<file path="config.mk">
export PLATFORM = sky130hd
export DESIGN_NAME = single_wire_pot_slave
export DESIGN_NICKNAME = d
export VERILOG_FILES = /design/src/core/pot_link_pkg.sv /design/src/core/single_wire_pot_slave.sv
export SDC_FILE = /design/constraint.sdc
export NUM_CORES = 1
export LEC_CHECK = 0
export ABC_AREA = 1
export CORE_MARGIN = 1
export CORE_UTILIZATION = 58
export CTS_CLUSTER_SIZE = 20
export DETAILED_ROUTE_END_ITERATION = 16
export DONT_BUFFER_PORTS = 1
export PLACE_DENSITY = 0.79
export SYNTH_ARGS = -nofsm -noshare
export SYNTH_HDL_FRONTEND = slang
export SYNTH_SLANG_ARGS = --single-unit
</file>
<file path="constraint.sdc">
create_clock -name i_clock -period 5.1 [get_ports i_clock]
set_clock_uncertainty 0.2 [all_clocks]
set_input_delay 1.275 -clock i_clock [delete_from_list [all_inputs] [get_ports i_clock]]
set_output_delay 1.275 -clock i_clock [all_outputs]
set_load 0.1 [all_outputs]
</file>
<file path="src/core/pot_link_pkg.sv">
// Purpose: shared constants for the single-wire potentiometer slave
// Assumes: 125 MHz system clock
// Notes: times in microseconds, cycle counts derived
package pot_link_pkg;
   localparam int CLK_KHZ = 125000;
   // line timing in microseconds, regular and fast speed
   localparam int RESET_LOW_US = 480;
   localparam int RESET_LOW_FAST_US = 48;
   localparam int EXIT_FAST_US = 480;
   localparam int PWAIT_US = 30;
   localparam int PWAIT_FAST_US = 3;
   localparam int PLOW_US = 120;
   localparam int PLOW_FAST_US = 12;
   localparam int SLOT_US = 30;
   localparam int SLOT_FAST_US = 3;
   // least times, rounded up to whole cycles
   function automatic int us_to_cyc(input int us);
      return (us * CLK_KHZ + 999) / 1000;
   endfunction
   // rom commands
   localparam logic [7:0] ROM_SKIP = 8'hcc;
   localparam logic [7:0] ROM_FAST_SKIP = 8'h3c;
   localparam logic [7:0] ROM_MATCH = 8'h55;
   localparam logic [7:0] ROM_FAST_MATCH = 8'h69;
   localparam logic [7:0] ROM_SEARCH = 8'hf0;
   localparam logic [7:0] ROM_COND_SEARCH = 8'hec;
   localparam logic [7:0] ROM_RESUME = 8'ha5;
   // potentiometer commands
   localparam logic [7:0] FN_WRITE_CTL = 8'h55;
   localparam logic [7:0] FN_WRITE_POS = 8'h0f;
   localparam logic [7:0] FN_RELEASE = 8'h96;
   localparam logic [7:0] FN_INC = 8'hc3;
   localparam logic [7:0] FN_DEC = 8'h99;
   // control byte fields and reset values
   localparam int WIPER_NUMBER_LSB = 0;
   localparam int WIPER_NUMBER_W = 2;
   localparam int CHARGE_PUMP_BIT = 6;
   localparam logic [7:0] CONTROL_RESET = 8'h00;
   localparam logic [7:0] WIPER_RESET = 8'h00;
   localparam logic [7:0] WIPER_MAX = 8'hff;
   localparam int FIFO_DEPTH = 8;
endpackage

</file>
<file path="src/core/single_wire_pot_slave.sv">
// Purpose: slave logic of a single-wire open-drain potentiometer link
// Assumes: line is a pin, synchronised here; master keeps its own timing
// Notes: committed wiper positions queue in a small fifo for the user side
`timescale 1ns/100ps
module pot_fifo #(
   parameter int WIDTH = 8,
   parameter int DEPTH = 8
) (
   // clock and reset
   input wire logic i_clock,
   input wire logic i_rst,
   // fill side
   input wire logic i_valid,
   input wire logic [WIDTH-1:0] i_data,
   output logic o_ready,
   // drain side
   output logic o_valid,
   output logic [WIDTH-1:0] o_data,
   input wire logic i_ready
);
   localparam int AW = $clog2(DEPTH);
   logic [WIDTH-1:0] mem [DEPTH];
   logic [AW-1:0] wr;
   logic [AW-1:0] rd;
   logic [AW:0] count;
   logic push;
   logic pop;
   // the head register is one of the DEPTH words, so it counts toward full
   assign o_ready = ((count + (AW+1)'(o_valid)) != (AW+1)'(DEPTH));
   assign push = i_valid && o_ready;
   // head register keeps the drain outputs straight from flops
   assign pop = (count != '0) && (!o_valid || i_ready);
   always_ff @(posedge i_clock) begin
      if (push) begin
         mem[wr] <= i_data;
      end
   end
   always_ff @(posedge i_clock or posedge i_rst) begin
      if (i_rst) begin
         wr <= '0;
         rd <= '0;
         count <= '0;
      end else begin
         if (push) wr <= wr + 1'b1;
         if (pop) rd <= rd + 1'b1;
         count <= count + (AW+1)'(push) - (AW+1)'(pop);
      end
   end
   always_ff @(posedge i_clock or posedge i_rst) begin
      if (i_rst) begin
         o_valid <= 1'b0;
         o_data <= '0;
      end else if (pop) begin
         o_valid <= 1'b1;
         o_data <= mem[rd];
      end else if (i_ready) begin
         o_valid <= 1'b0;
      end
   end
endmodule

module single_wire_pot_slave #(
   parameter logic [63:0] ROM_ID = 64'h0123_4567_89ab_cd5a, // arbitrary value
   parameter int RST_CYC = pot_link_pkg::us_to_cyc(pot_link_pkg::RESET_LOW_US),
   parameter int RST_FAST_CYC = pot_link_pkg::us_to_cyc(pot_link_pkg::RESET_LOW_FAST_US),
   parameter int EXIT_CYC = pot_link_pkg::us_to_cyc(pot_link_pkg::EXIT_FAST_US),
   parameter int PWAIT_CYC = pot_link_pkg::us_to_cyc(pot_link_pkg::PWAIT_US),
   parameter int PWAIT_FAST_CYC = pot_link_pkg::us_to_cyc(pot_link_pkg::PWAIT_FAST_US),
   parameter int PLOW_CYC = pot_link_pkg::us_to_cyc(pot_link_pkg::PLOW_US),
   parameter int PLOW_FAST_CYC = pot_link_pkg::us_to_cyc(pot_link_pkg::PLOW_FAST_US),
   parameter int SLOT_CYC = pot_link_pkg::us_to_cyc(pot_link_pkg::SLOT_US),
   parameter int SLOT_FAST_CYC = pot_link_pkg::us_to_cyc(pot_link_pkg::SLOT_FAST_US)
) (
   // clock and reset
   input wire logic i_clock,
   input wire logic i_rst,
   // open-drain line
   input wire logic i_line,
   output logic o_line_out,
   output logic o_line_oe_n,
   // potentiometer state
   output logic [7:0] o_wiper,
   output logic [7:0] o_control,
   output logic [1:0] o_wiper_number_field,
   output logic o_charge_pump_on_bit,
   output logic o_fast_mode,
   output logic o_resume_select_flag,
   // committed positions
   output logic o_pos_valid,
   output logic [7:0] o_pos_data,
   input wire logic i_pos_ready
);
   typedef enum logic [3:0] {L_IDLE = 4'h1, L_PWAIT = 4'h2, L_PLOW = 4'h4, L_SLOT = 4'h8} link_t;
   typedef enum logic [9:0] {
      P_ROM = 10'h001, P_MATCH = 10'h002, P_SEARCH = 10'h004, P_FUNC = 10'h008, P_RXDATA = 10'h010,
      P_ECHO = 10'h020, P_RXREL = 10'h040, P_STATUS = 10'h080, P_TXPOS = 10'h100, P_WAIT = 10'h200
   } proto_t;
   link_t link;
   proto_t state;
   logic s1, s2, s2_d;
   logic fall, rise;
   logic [19:0] low_cnt;
   logic [19:0] t;
   logic drive;
   logic rst_det;
   logic slot_done;
   logic rx_bit;
   logic [7:0] sh;
   logic [2:0] bcnt;
   logic byte_done;
   logic [7:0] rx_byte;
   logic [7:0] tx_sh;
   logic [5:0] idx;
   logic [1:0] phase;
   logic tx_mode;
   logic tx_bit;
   logic status_bit;
   logic pend_ctl;
   logic [7:0] pend;
   logic set_fast;
   logic flag_set;
   logic flag_clr;
   logic push;
   logic fifo_ready;
   logic [19:0] rst_lim, pwait_lim, plow_lim, slot_lim;

   // two flops before the line is read
   always_ff @(posedge i_clock or posedge i_rst) begin
      if (i_rst) begin
         s1 <= 1'b1;
         s2 <= 1'b1;
         s2_d <= 1'b1;
      end else begin
         s1 <= i_line;
         s2 <= s1;
         s2_d <= s2;
      end
   end
   assign fall = s2_d && !s2;
   assign rise = !s2_d && s2;
   assign rst_lim = o_fast_mode ? 20'(RST_FAST_CYC) : 20'(RST_CYC);
   assign pwait_lim = o_fast_mode ? 20'(PWAIT_FAST_CYC) : 20'(PWAIT_CYC);
   assign plow_lim = o_fast_mode ? 20'(PLOW_FAST_CYC) : 20'(PLOW_CYC);
   assign slot_lim = o_fast_mode ? 20'(SLOT_FAST_CYC) : 20'(SLOT_CYC);
   assign rst_det = rise && (low_cnt >= rst_lim);

   always_ff @(posedge i_clock or posedge i_rst) begin
      if (i_rst) begin
         low_cnt <= '0;
      end else if (fall) begin
         low_cnt <= 20'd1;
      end else if (!s2 && low_cnt != '1) begin
         low_cnt <= low_cnt + 1'b1;
      end
   end

   // link timing; a long low overrides any slot in progress
   always_ff @(posedge i_clock or posedge i_rst) begin
      if (i_rst) begin
         link <= L_IDLE;
         t <= '0;
         drive <= 1'b0;
         rx_bit <= 1'b1;
      end else if (rst_det) begin
         link <= L_PWAIT;
         t <= '0;
         drive <= 1'b0;
      end else begin
         case (link)
            L_IDLE: begin
               if (fall) begin
                  link <= L_SLOT;
                  t <= '0;
                  drive <= tx_mode && !tx_bit;
               end
            end
            L_PWAIT: begin
               t <= t + 1'b1;
               if (t >= pwait_lim - 1'b1) begin
                  link <= L_PLOW;
                  t <= '0;
                  drive <= 1'b1;
               end
            end
            L_PLOW: begin
               t <= t + 1'b1;
               if (t >= plow_lim - 1'b1) begin
                  link <= L_IDLE;
                  drive <= 1'b0;
               end
            end
            L_SLOT: begin
               t <= t + 1'b1;
               if (t >= slot_lim - 1'b1) begin
                  link <= L_IDLE;
                  drive <= 1'b0;
                  rx_bit <= s2;
               end
            end
            default: link <= L_IDLE;
         endcase
      end
   end
   assign slot_done = (link == L_SLOT) && (t >= slot_lim - 1'b1) && !rst_det;

   // only presence and read zeros drive
   always_ff @(posedge i_clock or posedge i_rst) begin
      if (i_rst) begin
         o_line_out <= 1'b0;
         o_line_oe_n <= 1'b1;
      end else begin
         o_line_out <= 1'b0;
         o_line_oe_n <= !drive;
      end
   end

   // lsb first, eight slots a byte
   assign rx_byte = {s2, sh[7:1]};
   assign byte_done = slot_done && (bcnt == 3'd7) && (state != P_SEARCH);
   assign tx_mode = (state == P_ECHO) || (state == P_STATUS) || (state == P_TXPOS) ||
                    ((state == P_SEARCH) && (phase != 2'd2));
   assign tx_bit = (state == P_SEARCH) ? (ROM_ID[idx] ^ phase[0]) :
                   (state == P_STATUS) ? status_bit : tx_sh[0];

   // long reset exits, short keeps fast
   always_ff @(posedge i_clock or posedge i_rst) begin
      if (i_rst) begin
         o_fast_mode <= 1'b0;
      end else if (set_fast) begin
         o_fast_mode <= 1'b1;
      end else if (rst_det && low_cnt >= 20'(EXIT_CYC)) begin
         o_fast_mode <= 1'b0;
      end
   end

   // set wins over clear
   always_ff @(posedge i_clock or posedge i_rst) begin
      if (i_rst) begin
         o_resume_select_flag <= 1'b0;
      end else if (flag_set) begin
         o_resume_select_flag <= 1'b1;
      end else if (flag_clr) begin
         o_resume_select_flag <= 1'b0;
      end
   end

   assign set_fast = byte_done && (state == P_ROM) &&
                     (rx_byte == pot_link_pkg::ROM_FAST_SKIP || rx_byte == pot_link_pkg::ROM_FAST_MATCH);
   // matched id or finished search
   // bit counter is frozen during id bits, so only the id index marks the end
   assign flag_set = slot_done && idx == 6'd63 && s2 == ROM_ID[63] &&
                     (state == P_MATCH || (state == P_SEARCH && phase == 2'd2));
   assign flag_clr = slot_done && s2 != ROM_ID[idx] &&
                     (state == P_MATCH || (state == P_SEARCH && phase == 2'd2));
   assign push = slot_done && bcnt == 3'd7 && state == P_RXREL && !pend_ctl &&
                 rx_byte == pot_link_pkg::FN_RELEASE && fifo_ready;

   always_ff @(posedge i_clock or posedge i_rst) begin
      if (i_rst) begin
         state <= P_WAIT;
         sh <= '0;
         bcnt <= '0;
         tx_sh <= '0;
         idx <= '0;
         phase <= '0;
         status_bit <= 1'b1;
         pend_ctl <= 1'b0;
         pend <= '0;
         o_wiper <= pot_link_pkg::WIPER_RESET;
         o_control <= pot_link_pkg::CONTROL_RESET;
         o_wiper_number_field <= '0;
         o_charge_pump_on_bit <= 1'b0;
      end else if (rst_det) begin
         state <= P_ROM;
         bcnt <= '0;
         idx <= '0;
         phase <= '0;
      end else if (slot_done) begin
         sh <= rx_byte;
         tx_sh <= {1'b1, tx_sh[7:1]};
         if (state != P_SEARCH && state != P_MATCH) bcnt <= bcnt + 1'b1;
         case (state)
            P_ROM: begin
               if (bcnt == 3'd7) begin
                  case (rx_byte)
                     pot_link_pkg::ROM_SKIP, pot_link_pkg::ROM_FAST_SKIP: state <= P_FUNC;
                     pot_link_pkg::ROM_MATCH, pot_link_pkg::ROM_FAST_MATCH: state <= P_MATCH;
                     pot_link_pkg::ROM_SEARCH: state <= P_SEARCH;
                     pot_link_pkg::ROM_COND_SEARCH: state <= (o_wiper == 8'h00) ? P_SEARCH : P_WAIT;
                     pot_link_pkg::ROM_RESUME: state <= o_resume_select_flag ? P_FUNC : P_WAIT;
                     default: state <= P_WAIT;
                  endcase
               end
            end
            P_MATCH: begin
               idx <= idx + 1'b1;
               if (s2 != ROM_ID[idx]) state <= P_WAIT;
               else if (idx == 6'd63) state <= P_FUNC;
            end
            P_SEARCH: begin
               phase <= (phase == 2'd2) ? 2'd0 : phase + 1'b1;
               if (phase == 2'd2) begin
                  idx <= idx + 1'b1;
                  if (s2 != ROM_ID[idx]) state <= P_WAIT;
                  else if (idx == 6'd63) state <= P_FUNC;
               end
            end
            P_FUNC: begin
               if (bcnt == 3'd7) begin
                  case (rx_byte)
                     pot_link_pkg::FN_WRITE_CTL, pot_link_pkg::FN_WRITE_POS: begin
                        pend_ctl <= (rx_byte == pot_link_pkg::FN_WRITE_CTL);
                        state <= P_RXDATA;
                     end
                     pot_link_pkg::FN_INC: begin
                        if (o_wiper != pot_link_pkg::WIPER_MAX) o_wiper <= o_wiper + 1'b1;
                        tx_sh <= (o_wiper != pot_link_pkg::WIPER_MAX) ? o_wiper + 1'b1 : o_wiper;
                        state <= P_TXPOS;
                     end
                     pot_link_pkg::FN_DEC: begin
                        if (o_wiper != 8'h00) o_wiper <= o_wiper - 1'b1;
                        tx_sh <= (o_wiper != 8'h00) ? o_wiper - 1'b1 : o_wiper;
                        state <= P_TXPOS;
                     end
                     default: state <= P_WAIT;
                  endcase
               end
            end
            P_RXDATA: begin
               if (bcnt == 3'd7) begin
                  pend <= rx_byte;
                  tx_sh <= rx_byte;
                  state <= P_ECHO;
               end
            end
            P_ECHO: begin
               if (bcnt == 3'd7) state <= P_RXREL;
            end
            P_RXREL: begin
               // commit on release code; a full queue fails a position write, not a control write
               if (bcnt == 3'd7) begin
                  state <= P_STATUS;
                  status_bit <= 1'b1;
                  if (rx_byte == pot_link_pkg::FN_RELEASE && (pend_ctl || fifo_ready)) begin
                     status_bit <= 1'b0;
                     if (pend_ctl) begin
                        o_control <= pend;
                        o_wiper_number_field <= pend[pot_link_pkg::WIPER_NUMBER_LSB +: pot_link_pkg::WIPER_NUMBER_W];
                        o_charge_pump_on_bit <= pend[pot_link_pkg::CHARGE_PUMP_BIT];
                     end else begin
                        o_wiper <= pend;
                     end
                  end
               end
            end
            P_TXPOS: begin
               if (bcnt == 3'd7) state <= P_FUNC;
            end
            P_STATUS: state <= P_STATUS;
            default: state <= P_WAIT;
         endcase
      end
   end

   pot_fifo #(.WIDTH(8), .DEPTH(pot_link_pkg::FIFO_DEPTH)) u_fifo (
      .i_clock(i_clock),
      .i_rst(i_rst),
      .i_valid(push),
      .i_data(pend),
      .o_ready(fifo_ready),
      .o_valid(o_pos_valid),
      .o_data(o_pos_data),
      .i_ready(i_pos_ready)
   );

   chk_resume_enter: assert property (@(posedge i_clock) disable iff (i_rst)
      (byte_done && state == P_ROM && rx_byte == pot_link_pkg::ROM_RESUME && o_resume_select_flag)
      |=> state == P_FUNC) else $error("resume did not enter commands");
   chk_resume_set: assert property (@(posedge i_clock) disable iff (i_rst)
      $rose(o_resume_select_flag) |-> $past(state == P_MATCH || state == P_SEARCH))
      else $error("resume flag set outside selection");
   chk_resume_hold: assert property (@(posedge i_clock) disable iff (i_rst)
      (o_resume_select_flag && !flag_clr) |=> o_resume_select_flag) else $error("resume flag lost");
   chk_resume_clear: assert property (@(posedge i_clock) disable iff (i_rst)
      (flag_clr && !flag_set) |=> !o_resume_select_flag) else $error("resume flag not cleared");
   chk_echo_load: assert property (@(posedge i_clock) disable iff (i_rst)
      (byte_done && state == P_RXDATA) |=> (state == P_ECHO && tx_sh == $past(rx_byte)))
      else $error("echo byte wrong");
   chk_ctl_fields: assert property (@(posedge i_clock) disable iff (i_rst)
      (o_control == 8'h4c) |-> (o_wiper_number_field == 2'd0 && o_charge_pump_on_bit))
      else $error("control fields wrong");
   chk_bad_release: assert property (@(posedge i_clock) disable iff (i_rst)
      (byte_done && state == P_RXREL && rx_byte != pot_link_pkg::FN_RELEASE)
      |=> (state == P_STATUS && status_bit && $stable(o_wiper))) else $error("bad release committed");
   chk_wiper_inc: assert property (@(posedge i_clock) disable iff (i_rst)
      (byte_done && state == P_FUNC && rx_byte == pot_link_pkg::FN_INC && o_wiper != 8'hff)
      |=> (o_wiper == $past(o_wiper) + 8'h01 && tx_sh == o_wiper)) else $error("increment wrong");
   chk_wiper_dec: assert property (@(posedge i_clock) disable iff (i_rst)
      (byte_done && state == P_FUNC && rx_byte == pot_link_pkg::FN_DEC && o_wiper != 8'h00)
      |=> (o_wiper == $past(o_wiper) - 8'h01 && tx_sh == o_wiper)) else $error("decrement wrong");
   chk_long_reset: assert property (@(posedge i_clock) disable iff (i_rst)
      (rst_det && low_cnt >= 20'(EXIT_CYC) && !set_fast) |=> !o_fast_mode) else $error("fast kept");
   chk_read_zero: assert property (@(posedge i_clock) disable iff (i_rst)
      (link == L_IDLE && fall && tx_mode && tx_bit && !rst_det) |=> !drive) else $error("one driven");
endmodule

</file>
# Word level (Yosys, flattened, before mapping)
# Memory sizes are Yosys's and may differ from the RTL's. A register that Yosys moved wholly into a read port is not among the register bits.
# Cells that the tools add are included.
dict set report totals {
  n_memories 2
  ram_bits 64
  latchBits 0
  ff_bits 128
  mem_bits_ro 64
  output_inout_bits 32
  word_cells 246
  input_bits 4
}
# memory depth word_bits rd rd_ports_with_merged_regs write_ports line_no
set memory_table {}
lappend memory_table {{(no name shown)} 64 1 1 0 0 single_wire_pot_slave.sv:304} ;# if (s2 != ROM_ID[idx]) state <= P_WAIT;
lappend memory_table {u_fifo.mem 8 8 1 1 1 single_wire_pot_slave.sv:22} ;# logic [WIDTH-1:0] mem [DEPTH];
dict set report op_classes {
  n_bitwise 3
  add_sub_neg 14
  mul 0
  mux 72
  n_shift 0
  div 0
  eq_ne 50
  magnitude_cmp 5
  reduce_logical 73
}
# cell n
set ops {}
lappend ops {{$mux 10} 13}
lappend ops {{$mux 20} 5}
lappend ops {{$pmux 10 s9} 1}
lappend ops {{$mux 8} 8}
lappend ops {{$pmux 8 s2} 4}
lappend ops {{$pmux 20 s3} 1}
lappend ops {{$eq 8x8->1 const B} 7}
lappend ops {{$pmux 10 s5} 1}
lappend ops {{$add 20x1->20 const B} 2}
lappend ops {{$ge 20x20->1} 2}
lappend ops {{$logic_and 1x1->1} 27}
lappend ops {{$ne 3x3->1 const B} 7}
lappend ops {{$ge 20x16->1} 1}
lappend ops {{$ge 20x16->1 const B} 1}
lappend ops {{$mux 4} 5}
lappend ops {{$ne 20x20->1 const B} 1}
lappend ops {{$pmux 10 s2} 1}
lappend ops {{$mux 6} 3}
lappend ops {{$mux 1} 17}
lappend ops {{$eq 8x7->1 const B} 2}
lappend ops {{$mux 16} 1}
lappend ops {{$pmux 4 s4} 1}
lappend ops {{$reduce_and 8->1} 2}
lappend ops {{$reduce_bool 2->1} 8}
lappend ops {{57 further kinds} 96}

# Logic depth before layout (Yosys ltp)
# Gate-level depths: netlist of the first run.
dict set report depth {
  ltp_word 13
  depth_mapped 18
  mapped_depth_nobuf 18
}

# By module
# Synthesis of the first run repeated with hierarchy kept, for this count alone.
dict set report unflattened {
  hier_cells 1563
  area_unflattened_um2 12134.1
}
# module cells_each instances area_each_um2
set modules_own_cells {}
lappend modules_own_cells {single_wire_pot_slave 1198 1 8389.3}
lappend modules_own_cells {pot_fifo 365 1 3744.8}

# Least setup slack after synthesis of the first run
# Ideal clock, no wire load.
dict set report synth_path {
  path_kind {reg-to-reg}
  from {reg o_fast_mode}
  to {reg u_fifo.count[2]}
  n_path_buf 0
  setup_slack_ns 1.094
  arrival_time_ns 3.683
  setup_time_ns 0.123
  path_stages_with_launch 18
  path_cell_list {dfrtp_1 -> inv_1 -> ha_1 -> inv_1 -> nand2_1 -> nor2_2 -> nand2_1 -> nor2_2 -> nand2_2 -> a21oi_4 -> nand3_2 -> nor2_2 -> nand2_1 -> clkinv_1 -> ha_1 -> inv_1 -> fa_1 -> xnor2_1}
}
dict set report synth_via {
  elab_chain_cells 13
  elab_cells_between_ends 17
  cone_classes {3 x add/sub; 2 x order compare; 2 x mux; 10 x reduce/logical}
}
# item line_no
set synth_lines {}
lappend synth_lines {{from (decl)} single_wire_pot_slave.sv:86} ;# output logic o_fast_mode,
lappend synth_lines {{from (signal assigned)} single_wire_pot_slave.sv:228} ;# o_fast_mode <= 1'b0;
lappend synth_lines {{from (signal assigned)} single_wire_pot_slave.sv:230} ;# o_fast_mode <= 1'b1;
lappend synth_lines {{from (signal assigned)} single_wire_pot_slave.sv:232} ;# o_fast_mode <= 1'b0;
lappend synth_lines {{$mux 12 or $mux 16 (tied branches)} {single_wire_pot_slave.sv:144, single_wire_pot_slave.sv:141}}
lappend synth_lines {{$sub 12x1->13 or $ge 20x16->1 (tied branches)} {single_wire_pot_slave.sv:204, single_wire_pot_slave.sv:145}}
lappend synth_lines {{$ge 20x20->1 or $logic_and 1x1->1 (tied branches)} {single_wire_pot_slave.sv:204, single_wire_pot_slave.sv:145}}
lappend synth_lines {{$logic_and 1x1->1 or $logic_not 1->1 (tied branches)} single_wire_pot_slave.sv:204} ;# assign slot_done = (link == L_SLOT) && (t >= slot_lim - 1'b1) && !rst_det;
lappend synth_lines {{$logic_and 1x1->1 (*)} single_wire_pot_slave.sv:204}
lappend synth_lines {{$logic_and 1x1->1 (*) (4 in series)} single_wire_pot_slave.sv:255} ;# assign push = slot_done && bcnt == 3'd7 && state == P_RXREL && !pend_ctl &&
lappend synth_lines {{$logic_and 1x1->1 (*)} single_wire_pot_slave.sv:256} ;# rx_byte == pot_link_pkg::FN_RELEASE && fifo_ready;
lappend synth_lines {{$logic_and 1x1->1 (*)} single_wire_pot_slave.sv:30} ;# assign push = i_valid && o_ready;
lappend synth_lines {{via u_fifo.push} single_wire_pot_slave.sv:26} ;# logic push;
lappend synth_lines {{$add 4x1->4 (*)} single_wire_pot_slave.sv:46} ;# count <= count + (AW+1)'(push) - (AW+1)'(pop);
lappend synth_lines {{$sub 4x1->4 (*)} single_wire_pot_slave.sv:46}
lappend synth_lines {{to (signal assigned)} single_wire_pot_slave.sv:46}
lappend synth_lines {{to (decl)} single_wire_pot_slave.sv:25} ;# logic [AW:0] count;
# Mark *: on every way through the listed nets, which the timed path passes. The rest lies on a longest branch.
# A chain may end at the register's enable or synchronous reset.

# Worst setup path in the final report of the first run
dict set report layout_path {
  from {reg o_fast_mode}
  to {reg pend[3]}
}
dict set report layout_via {
  elab_chain_cells 6
  elab_cells_between_ends 11
  cone_classes {1 x add/sub; 2 x order compare; 2 x mux; 1 x bitwise; 5 x reduce/logical}
}
# item line_no
set layout_lines {}
lappend layout_lines {{$mux 12 or $mux 16 (tied branches)} {single_wire_pot_slave.sv:144, single_wire_pot_slave.sv:141}}
lappend layout_lines {{$sub 12x1->13 or $ge 20x16->1 (tied branches)} {single_wire_pot_slave.sv:204, single_wire_pot_slave.sv:145}}
lappend layout_lines {{$ge 20x20->1 or $logic_and 1x1->1 (tied branches)} {single_wire_pot_slave.sv:204, single_wire_pot_slave.sv:145}}
lappend layout_lines {{$logic_and 1x1->1 or $logic_not 1->1 (tied branches)} single_wire_pot_slave.sv:204}
lappend layout_lines {{$logic_and 1x1->1} single_wire_pot_slave.sv:204}
lappend layout_lines {{$reduce_and 4->1 (no source line) (*)} -}
lappend layout_lines {{to (signal assigned)} single_wire_pot_slave.sv:331} ;# pend <= rx_byte;
lappend layout_lines {{to (decl)} single_wire_pot_slave.sv:119} ;# logic [7:0] pend;
# Mark *: on every way between the ends. The rest lies on a longest branch, timed or not.

==> out/metrics.cfg, run 1 <==
[placed_design]
globalplace.congestion = 0.913
dpl.hpwl_um = 20100
dp_slack_ns = 1.59
numPortBuffers = 0
post_dp_cell_area_um2 = 12000

[setup_path]
r2r_start = o_fast_mode$_DFFE_PP0P_
crit_top_cell = nand2_1
slowest_delay_ns = 0.44
cp.arrival_ns = 3.73
crit_path_start_kind = register
path_class = register to register
cp_slowest_cell = buf_4
crit_fanout = 46
end_kind = register
cp_cell_sequence = buf_4 -> ha_1 -> nand2_1 -> nor2_1 -> nor2_1 -> nand2_1 -> nand2_1 -> nand3_1 -> nand2_1 -> buf_4 -> nand2_2 -> clkinv_2 -> nand2_2 -> nand2_1 -> o21ai_2
cp.required_ns = 5.22
cp.depth = 15
crit_start = o_fast_mode$_DFFE_PP0P_
ff2ff_setup_slack_ns = 1.50
ff2ff_path_depth = 15
crit_buf_inv = 3
crit_end = pend[3]$_DFFE_PP0P_
cp_top_family = simple AND/OR/NAND/NOR gates
worstReg2RegEnd = pend[3]$_DFFE_PP0P_

[global_routing]
grt_pass1_vias = 9212
grt_pass1_wl_um = 45400
antenna_found_initial = 0
grtUsageTotal = 0.280
grt_max_degree = 110
grt-ovfl-total = 0

[cts]
cts_root_buf = clkbuf_16
cts_hold_buffers = 0
post_cts_buffers = 0
cts_tree = yes
cts_sinks = 196
cts_made_buffers = 17
ctsHtreeMaxLevel = 4
clk_latency_ns = 0.44
clk_path_buf_depth = 2
cts_resized = 0
clkSlewWorstSetupHoldPaths_ns = 0.08

[timing]
setup_ws_ns = 1.50
min_period_over_period = 0.707
drv_slew = 0
fin_hold_ws_ns = 0.159
min_period_ns = 3.60
worst_pin_slew_ns = 1.11
finalSetupTns_ns = 0
setup_viol = 0
final_hold_viol_count = 0
fmaxAchievable_mhz = 277
rsz0062_at_grt = no
max_slew_margin = 0.263

[synth]
synth-warning-count = 0
synth_top_family_by_area = simple AND/OR/NAND/NOR gates
synthAdderAreaFrac = 0.0493
synth-simple-area-share = 0.296
postSynthAreaPerCell_um2 = 7.83
synth_xor_area_frac = 0.0244
synthArstFlopShare = 0.673
synth_area_leaders = dfrtp_1, edfxtp_1, nand2_1, nor2_1, nand3_1
synth_edf_count = 64
synth_flop_cell = dfrtp_1
synth-seq-area-share = 0.443
syn_nets = 1560
synth_top_area_cell = dfrtp_1
yosysTopAreaCellShare = 0.264
muxShareOfSynthArea = 0
synth_compound_area_frac = 0.111
synth_cell_type_count = 50
syn_inst = 1510
syn_area_um2 = 11800
synth-seq-cells = 196

[route]
routed_wirelength_um = 28100
drt-vias-per-instance = 5.68
drcViolationCount = 0
dr.pass1.iters = 5
routedWlPerCell_um = 15.9
first_iter_violations = 911
ant_nets = 0
route.vias.total = 10100

[run_status]
run_status = completed

[floorplan]
initial_utilization = 0.600
design.die.area_um2 = 21000
die_w_um = 145
die_h_um = 145
ioPinCount = 36
row_count = 51
core_area_um2 = 19700

[power_and_ir_drop]
p_leak_nw = 5.53
peakVddDrop_uv = 227
p_per_area_nw_per_um2 = 332

[layout]
final_cell_area_um2 = 12600
fin_nets = 1543
n_antenna_cell = 0
final_cell_mix = nand2_1, nor2_1, inv_1
layout_commonest_cell = nand2_1
syn_to_final_growth_pct = 6.51
drive_gt1_frac = 0.0863
finish.utilization = 0.639

[hold_path]
hold_class = register to register

[job]
drv_cap = 0

## sequential cells by signal, summed over array words and instances, names as in the netlist, 2 cells and up
signal         count
u_fifo.mem        64
o_wiper            8
link               4
state             10
u_fifo.o_data      8
sh                 7
pend               8
tx_sh              8
bcnt               3
u_fifo.rd          3
t                 20
low_cnt           20
idx                6
o_control          8
u_fifo.wr          3
phase              2
u_fifo.count       4
## where the power goes
group          internal [W]  total, W  switching, W  leakage, nW
clock network      0.000673   0.00137      0.000701        0.301
registers           0.00170   0.00208      0.000378         2.21
logic              0.000234  0.000730      0.000496         3.02
total               0.00261   0.00419       0.00158         5.53
## cell usage after synthesis, types with 2 or more instances
| master | count |
|---|---|
| o21ai_2 | 17 |
| a21oi_1 | 30 |
| nor3_1 | 37 |
| buf_2 | 12 |
| clkinv_1 | 4 |
| nand2_2 | 13 |
| o221ai_1 | 8 |
| o21ai_0 | 107 |
| nor2_4 | 6 |
| inv_1 | 152 |
| buf_6 | 5 |
| nand3_1 | 124 |
| a21oi_4 | 2 |
| nor2_2 | 7 |
| xnor2_1 | 5 |
| nor3b_1 | 5 |
| dfstp_2 | 7 |
| or2_2 | 5 |
| a22o_1 | 2 |
| edfxtp_1 | 64 |
| nand3b_1 | 4 |
| nand2_1 | 386 |
| o21a_1 | 2 |
| o211ai_1 | 9 |
| buf_4 | 9 |
| o22ai_1 | 9 |
| ha_1 | 45 |
| buf_1 | 2 |
| nand4_1 | 21 |
| dfrtp_1 | 125 |
| nor4_1 | 8 |
| nor2_1 | 170 |
| nand3_2 | 4 |
| xor2_1 | 28 |
| o21ai_1 | 8 |
| clkbuf_1 | 16 |
| nand2_4 | 3 |
| inv_2 | 16 |
| o31ai_1 | 16 |
| a31oi_1 | 7 |
## how the worst min path moves through the flow
stage / startpoint / end / slack [ns] / cells past startpoint
3_5_place_dp: s1$_DFF_PP1_ / s2$_DFF_PP1_ / 0.15 / 0
2_1_floorplan: s1$_DFF_PP1_ / s2$_DFF_PP1_ / 0.15 / 0
3_3_place_gp: s1$_DFF_PP1_ / s2$_DFF_PP1_ / 0.15 / 0
4_1_cts: s1$_DFF_PP1_ / s2$_DFF_PP1_ / 0.16 / 0
5_1_grt: s1$_DFF_PP1_ / s2$_DFF_PP1_ / 0.16 / 0
6_report: s1$_DFF_PP1_ / s2$_DFF_PP1_ / 0.16 / 0
## routing by layer
layer | share of wire | track usage | up-vias
li1 | - | - | 4960
met1 | 0.44 | 0.362 | 4714
met2 | 0.48 | 0.476 | 336
met3 | 0.056 | 0.0405 | 50
met4 | 0.025 | 0.106 | 0
met5 | 0 | 0 | -
## worst reg2reg max path: stages, from the launching register on
cell,delay [ns]
dfrtp_1,0.35
buf_4,0.41
ha_1,0.35
nand2_1,0.11
nor2_1,0.06
nor2_1,0.09
nand2_1,0.07
nand2_1,0.05
nand3_1,0.07
nand2_1,0.11
buf_4,0.44
nand2_2,0.36
clkinv_2,0.31
nand2_2,0.29
nand2_1,0.18
o21ai_2,0.06
## cell type report
type                            instances  area [um2]
Tap cell                              265         332
Inverter                              173         656
Clock inverter                         15         195
Clock buffer                           17         425
Multi-Input combinational cell       1097        5690
Sequential cell                       196        5240
Timing Repair Buffer                    8        60.1
Fill cell                            1667        7120
## cells by family (layout without fill, tap and decap cells)
kind of cell / Yosys count / after routing
adder cells (fa/ha/maj): 46 / 46
buffers and inverters: 217 / 213
other: 1 / 1
AND/OR/NAND/NOR: 798 / 798
XOR/XNOR: 33 / 33
AO/OA/AOI/OAI: 219 / 219
flip-flops: 196 / 196
## stage by stage
stage | instances | power (W)
floorplan | 1510 | 0.00265
global placement | 1739 | 0.00281
detailed placement | 1739 | 0.00285
CTS | 1771 | 0.00421
global route | 1771 | 0.00438
finish | 1771 | 0.00419
(Power assumes the default switching activity.)
==> run 2: changes to the inputs <==
==> constraint.sdc (replaced) <==
create_clock -name i_clock -period 2.9 [get_ports i_clock]
set_clock_uncertainty 0.2 [all_clocks]
set_input_delay 0.725 -clock i_clock [delete_from_list [all_inputs] [get_ports i_clock]]
set_output_delay 0.725 -clock i_clock [all_outputs]
set_load 0.1 [all_outputs]
==> run 2 against run 1 <==
  * The flow now finishes with violations (negative setup slack)
  * Final cell count grew 4.0%
  * Power grew 81%
  * Count of clock-buffer cells in the layout is the same
  * Core utilization grew 4.6 points
  * Clock power grew 80%
  * Sequential share of layout area shrank 2.8 points
  * First-iteration DRC count shrank 6.0%
  * Via count grew 6.5%
  * Worst setup slack lost 1.7 ns
  * Worst hold slack lost 0.16 ns
  * Maximum frequency grew 17%
  * Critical path depth grew 3
==> out/metrics.cfg, run 2 (synthesis results as in run 1) <==
[run_status]
run_status = finished, violations left
violations = negative setup slack

[layout]
largestRegisters = u_fifo.mem: 64 flops, low_cnt: 20 flops, t: 20 flops
syn_to_final_growth_pct = 14.2
n_fill_cell = 1581  ; -5.2%
top_register = u_fifo.mem
final_cell_area_um2 = 13500  ; +7.3%
layout_commonest_cell = nand2_1
final_cell_mix = nand2_1, nor2_1, inv_1
fin_nets = 1614  ; +4.6%
stdcell_count = 1842  ; +4.0%
drive_gt1_frac = 0.157  ; +0.0709
finish.utilization = 0.685  ; +0.0463
largest_reg_flops = 64  ; unchanged
n_antenna_cell = 0  ; unchanged

[setup_path]
cp.arrival_ns = 3.22  ; -0.51 ns
r2r_start = o_fast_mode$_DFFE_PP0P_
path_class = register to register
crit_path_start_kind = register
crit_fanout = 7  ; -85%
cp.required_ns = 3.04  ; -2.18 ns
crit_start = o_fast_mode$_DFFE_PP0P_
end_kind = register

[timing]
drv_slew = 0  ; unchanged
setup_viol = 78  ; +78
rsz0062_at_grt = yes
final_hold_viol_count = 0  ; unchanged
min_period_ns = 3.08  ; -0.527 ns
max_slew_margin = 0.387  ; +0.124
setup_ws_ns = -0.177  ; -1.67 ns
min_period_over_period = 1.06  ; +0.354
worst_pin_slew_ns = 0.920  ; -0.186 ns
fmaxAchievable_mhz = 325  ; +17%

[hold_path]
hold_class = input pin to async pin

[cts]
cts_made_buffers = 17  ; unchanged
cts_hold_buffers = 0  ; unchanged
clkSlewWorstSetupHoldPaths_ns = 0.09  ; about the same
cts_tree = yes
cts_sinks = 196  ; unchanged
cts_root_buf = clkbuf_16
clk_path_buf_depth = 2  ; unchanged
ctsHtreeMaxLevel = 4  ; unchanged
clk_latency_ns = 0.45  ; about the same

[placed_design]
dp_cells = 1796  ; +3.3%
numPortBuffers = 0  ; unchanged
globalplace.congestion = 0.976  ; +6.9%
dp_slack_ns = -0.0993  ; -1.69 ns
dpl.hpwl_um = 21000  ; +4.4%
post_dp_cell_area_um2 = 12500  ; +4.0%

[route]
drt-vias-per-instance = 5.82  ; +2.4%
route.vias.total = 10700  ; +6.5%
ant_nets = 0  ; unchanged
routedWlPerCell_um = 16.7  ; +4.9%
routed_wirelength_um = 30700  ; +9.2%
dr.pass1.iters = 7  ; +2
drcViolationCount = 0  ; unchanged
first_iter_violations = 856  ; -6.0%

[floorplan]
die_h_um = 145  ; unchanged
die_w_um = 145  ; unchanged
row_count = 51  ; unchanged
ioPinCount = 36  ; unchanged
initial_utilization = 0.600  ; unchanged
design.die.area_um2 = 21000  ; unchanged
core_area_um2 = 19700  ; unchanged

[job]
drv_cap = 0  ; unchanged

[global_routing]
grtUsageTotal = 0.301  ; +0.0209
grt_pass1_vias = 10200  ; +10%
antenna_found_initial = 0  ; unchanged
grt-ovfl-total = 0  ; unchanged
grt_pass1_wl_um = 49100  ; +8.1%
grt_max_degree = 52  ; -53%

[power_and_ir_drop]
p_leak_nw = 5.93  ; +7.3%
peakVddDrop_uv = 430  ; +90%
p_per_area_nw_per_um2 = 561  ; +69%
total_power_w = 0.00758  ; +81%

## run 2: final cells by class
class | count | area [um2] | share of cell area
multi-input combinational | 1097 | 5980 | 0.443
clock buffer | 17 | 425 | 0.0315
timing repair buffer | 79 | 668 | 0.0495
inverter | 173 | 667 | 0.0494
clock inverter | 15 | 196 | 0.0145
tap | 265 | 332 | 0.0245
sequential | 196 | 5240 | 0.388
## run 2: report_power, final
part	total (W)	switching [W]	internal (W)
logic	0.00175	0.00123	0.000523
clock network	0.00246	0.00126	0.00119
registers	0.00337	0.000364	0.00300
## run 2: worst paths after layout
check / cells after the start / to / slack (ns)
worst max-delay path: 18 / u_fifo.count[1]$_DFF_PP0_ / -0.18
worst min-delay path: 1 / u_fifo.o_data[5]$_DFFE_PP0P_ / 0.003
worst max register to register: 18 / u_fifo.count[1]$_DFF_PP0_ / -0.18
worst min register to register: 0 / s2$_DFF_PP1_ / 0.17
max in group asynchronous: 2 / state[9]$_DFFE_PP1P_ / 1.80
min in group i_clock: 0 / s1$_DFF_PP1_ / 0.06
## run 2: repair_timing
item                                    4_1_cts  5_1_grt
endpoints found under the setup margin       73      124
resized for setup                            15       52
setup buffers                                13        1
pin swaps                                    11        6
## run 2: critical path, stage by stage, from the launching register on
cell and delay (ns):
dfrtp_2 0.47, buf_12 0.17, buf_6 0.14, ha_4 0.24, nand2_1 0.07, nand2_1 0.07, nand3_1 0.06, nand2_1 0.06
nor2_1 0.16, nand3_2 0.12, nand2_2 0.12, nand3_4 0.08, nor2_4 0.11, nand2_2 0.10, inv_4 0.10, ha_4 0.13
inv_2 0.04, fa_2 0.51, inv_1 0.04
## run 2: through the flow
step	TNS [ns]	hold slack (ns)
6_report	-5.02	0.00339
5_1_grt	-10.59	0.0412
4_1_cts	-0.0574	0.0181
3_5_place_dp	-2.70	0.148
3_3_place_gp	0	0.146
2_1_floorplan	-39.61	0.145
## run 2: per-layer routing
| layer | vias up | wire length (um) | share of wire | global-route usage |
|---|---|---|---|---|
| met1 | 5022 | 12700 | 0.41 | 0.376 |
| met5 | - | 0 | 0 | 0 |
| met2 | 495 | 15100 | 0.49 | 0.518 |
| li1 | 5114 | - | - | - |
| met3 | 83 | 2020 | 0.066 | 0.0513 |
| met4 | 0 | 923 | 0.030 | 0.119 |
==> run 3: changes to the inputs <==
--- a/config.mk
+++ b/config.mk
@@ -12,6 +12,7 @@
 export DETAILED_ROUTE_END_ITERATION = 16
 export DONT_BUFFER_PORTS = 1
 export PLACE_DENSITY = 0.79
+export SKIP_CTS_REPAIR_TIMING = 1
 export SYNTH_ARGS = -nofsm -noshare
 export SYNTH_HDL_FRONTEND = slang
 export SYNTH_SLANG_ARGS = --single-unit
==> constraint.sdc (replaced) <==
create_clock -name i_clock -period 2.9 [get_ports i_clock]
set_clock_uncertainty 0.2 [all_clocks]
set_input_delay 0.725 -clock i_clock [delete_from_list [all_inputs] [get_ports i_clock]]
set_output_delay 0.725 -clock i_clock [all_outputs]
set_load 0.005 [all_outputs]
==> run 3 against run 2 <==
  * The run ends with design-rule violations, negative setup slack left
  * Combinational power down 14%
  * Critical path depth down 2
  * Sequential share of layout area up 1.1 points
  * Maximum frequency up 5.2%
  * Critical path type unchanged
  * Largest cell class unchanged
==> out/metrics.cfg, run 3 (synthesis results as in run 1) <==
[run_status]
run_status = finished, violations left
violations = design-rule violations, negative setup slack

[timing]
worst_pin_slew_ns = 0.906  ; -0.0145 ns
max_slew_margin = 0.396  ; +0.00903
setup_ws_ns = -0.0248  ; +0.152 ns
final_hold_viol_count = 0  ; unchanged
drv_slew = 0  ; unchanged
min_period_over_period = 1.01  ; -0.0524
fin_hold_ws_ns = 0.0430  ; +0.0396 ns
setup_viol = 2  ; -97%
rsz0062_at_grt = yes
min_period_ns = 2.92  ; -0.152 ns
fmaxAchievable_mhz = 342  ; +5.2%

[cts]
cts_made_buffers = 17  ; unchanged
clk_latency_ns = 0.45  ; about the same
ctsHtreeMaxLevel = 4  ; unchanged
clk_path_buf_depth = 2  ; unchanged
cts_tree = yes
cts_sinks = 196  ; unchanged
clkSlewWorstSetupHoldPaths_ns = 0.09  ; about the same
cts_root_buf = clkbuf_16

[placed_design]
post_dp_cell_area_um2 = 12300  ; -1.0%
globalplace.congestion = 0.940  ; -3.6%
numPortBuffers = 0  ; unchanged
dpl.hpwl_um = 20500  ; -2.1%
dp_slack_ns = -0.0444  ; +0.0549 ns

[setup_path]
cp.required_ns = 3.02  ; -0.02 ns
end_kind = register
crit_end = u_fifo.count[2]$_DFF_PP0_
worstReg2RegEnd = u_fifo.count[2]$_DFF_PP0_
crit_path_start_kind = register
ff2ff_path_depth = 16  ; -2
crit_start = o_fast_mode$_DFFE_PP0P_
ff2ff_setup_slack_ns = -0.02  ; +0.15 ns
crit_fanout = 11  ; +4
cp.arrival_ns = 3.05  ; -0.17 ns
r2r_start = o_fast_mode$_DFFE_PP0P_
path_class = register to register

[layout]
layout_commonest_cell = nand2_1
top_register = u_fifo.mem
final_cell_area_um2 = 13100  ; -2.8%
seq_area_um2 = 5240  ; about the same
largest_reg_flops = 64  ; unchanged
drive_gt1_frac = 0.125  ; -0.0323
fin_nets = 1589  ; -1.5%
multi_input_area_um2 = 5830  ; -2.5%
finish.utilization = 0.666  ; -0.0192
n_fill_cell = 1538  ; -2.7%
syn_to_final_growth_pct = 11.0
n_antenna_cell = 0  ; unchanged
largestRegisters = u_fifo.mem: 64 flops, low_cnt: 20 flops, t: 20 flops
final_cell_mix = nand2_1, nor2_1, inv_1

[floorplan]
row_count = 51  ; unchanged
ioPinCount = 36  ; unchanged
die_h_um = 145  ; unchanged
initial_utilization = 0.600  ; unchanged
core_area_um2 = 19700  ; unchanged
design.die.area_um2 = 21000  ; unchanged
die_w_um = 145  ; unchanged

[global_routing]
grt-ovfl-total = 0  ; unchanged
grt_pass1_vias = 9784  ; -3.9%
grtUsageTotal = 0.287  ; -0.0145
antenna_found_initial = 0  ; unchanged
grt_max_degree = 77  ; +48%
grt_pass1_wl_um = 46900  ; -4.4%

[power_and_ir_drop]
total_power_w = 0.00710  ; -6.3%
peakVddDrop_uv = 464  ; +7.9%
p_leak_nw = 5.78  ; -2.6%
p_per_area_nw_per_um2 = 540  ; -3.7%

[job]
drv_cap = 0  ; unchanged

[route]
routed_wirelength_um = 28700  ; -6.5%
drcViolationCount = 1  ; +1
routedWlPerCell_um = 15.8  ; -5.2%
route.vias.total = 10400  ; -3.3%
drt-vias-per-instance = 5.70  ; -2.0%
first_iter_violations = 1009  ; +18%
dr.pass1.iters = 12  ; +5
ant_nets = 0  ; unchanged

[hold_path]
hold_class = input pin to async pin

-- run 3: worst min path at each step --
stage / startpoint / endpoint / slack [ns]
finish: i_rst / u_fifo.rd[0]$_DFFE_PP0P_ / 0.04
global route: i_line / s1$_DFF_PP1_ / 0.05
CTS: i_line / s1$_DFF_PP1_ / 0.06
detailed placement: s1$_DFF_PP1_ / s2$_DFF_PP1_ / 0.15
global placement: s1$_DFF_PP1_ / s2$_DFF_PP1_ / 0.15
floorplan: s1$_DFF_PP1_ / s2$_DFF_PP1_ / 0.15
-- run 3: power by group --
group	total (W)	internal [W]	switching [W]
combinational	0.00150	0.000492	0.00100
clock	0.00247	0.00121	0.00126
sequential	0.00313	0.00301	0.000121
total	0.00710	0.00471	0.00239
-- run 3: routing by layer --
metal / global-route usage / vias up / wire length, um
li1: - / 5050 / -
met1: 0.370 / 4801 / 12100
met2: 0.490 / 440 / 14000
met3: 0.0378 / 66 / 1990
met4: 0.111 / 0 / 708
met5: 0 / - / 0
-- run 3: final cells by class --
cell class / instances / area share
clock buffer: 17 / 0.0324
clock inverter: 15 / 0.0159
inverter: 173 / 0.0500
multi-input combinational: 1097 / 0.444
sequential: 196 / 0.399
tap: 265 / 0.0253
timing repair buffer: 54 / 0.0336
-- run 3: critical path, cell delays in order (launching register included) --
cell,delay (ns)
dfrtp_2,0.44
buf_12,0.16
ha_4,0.26
nand2_1,0.08
nor2_4,0.14
nand2_2,0.06
nor2_2,0.11
nand2_2,0.08
a21oi_4,0.16
nand3_2,0.11
nor2_2,0.11
nand2_1,0.09
inv_2,0.10
ha_4,0.13
inv_1,0.04
fa_1,0.38
xnor2_1,0.14
-- run 3: stage by stage --
stage,instances,TNS [ns]
final,1817,-0.0337
after global routing,1817,-2.41
after floorplan,1510,-6.13
after CTS,1815,-0.332
after detailed placement,1783,-0.223
after global placement,1783,0
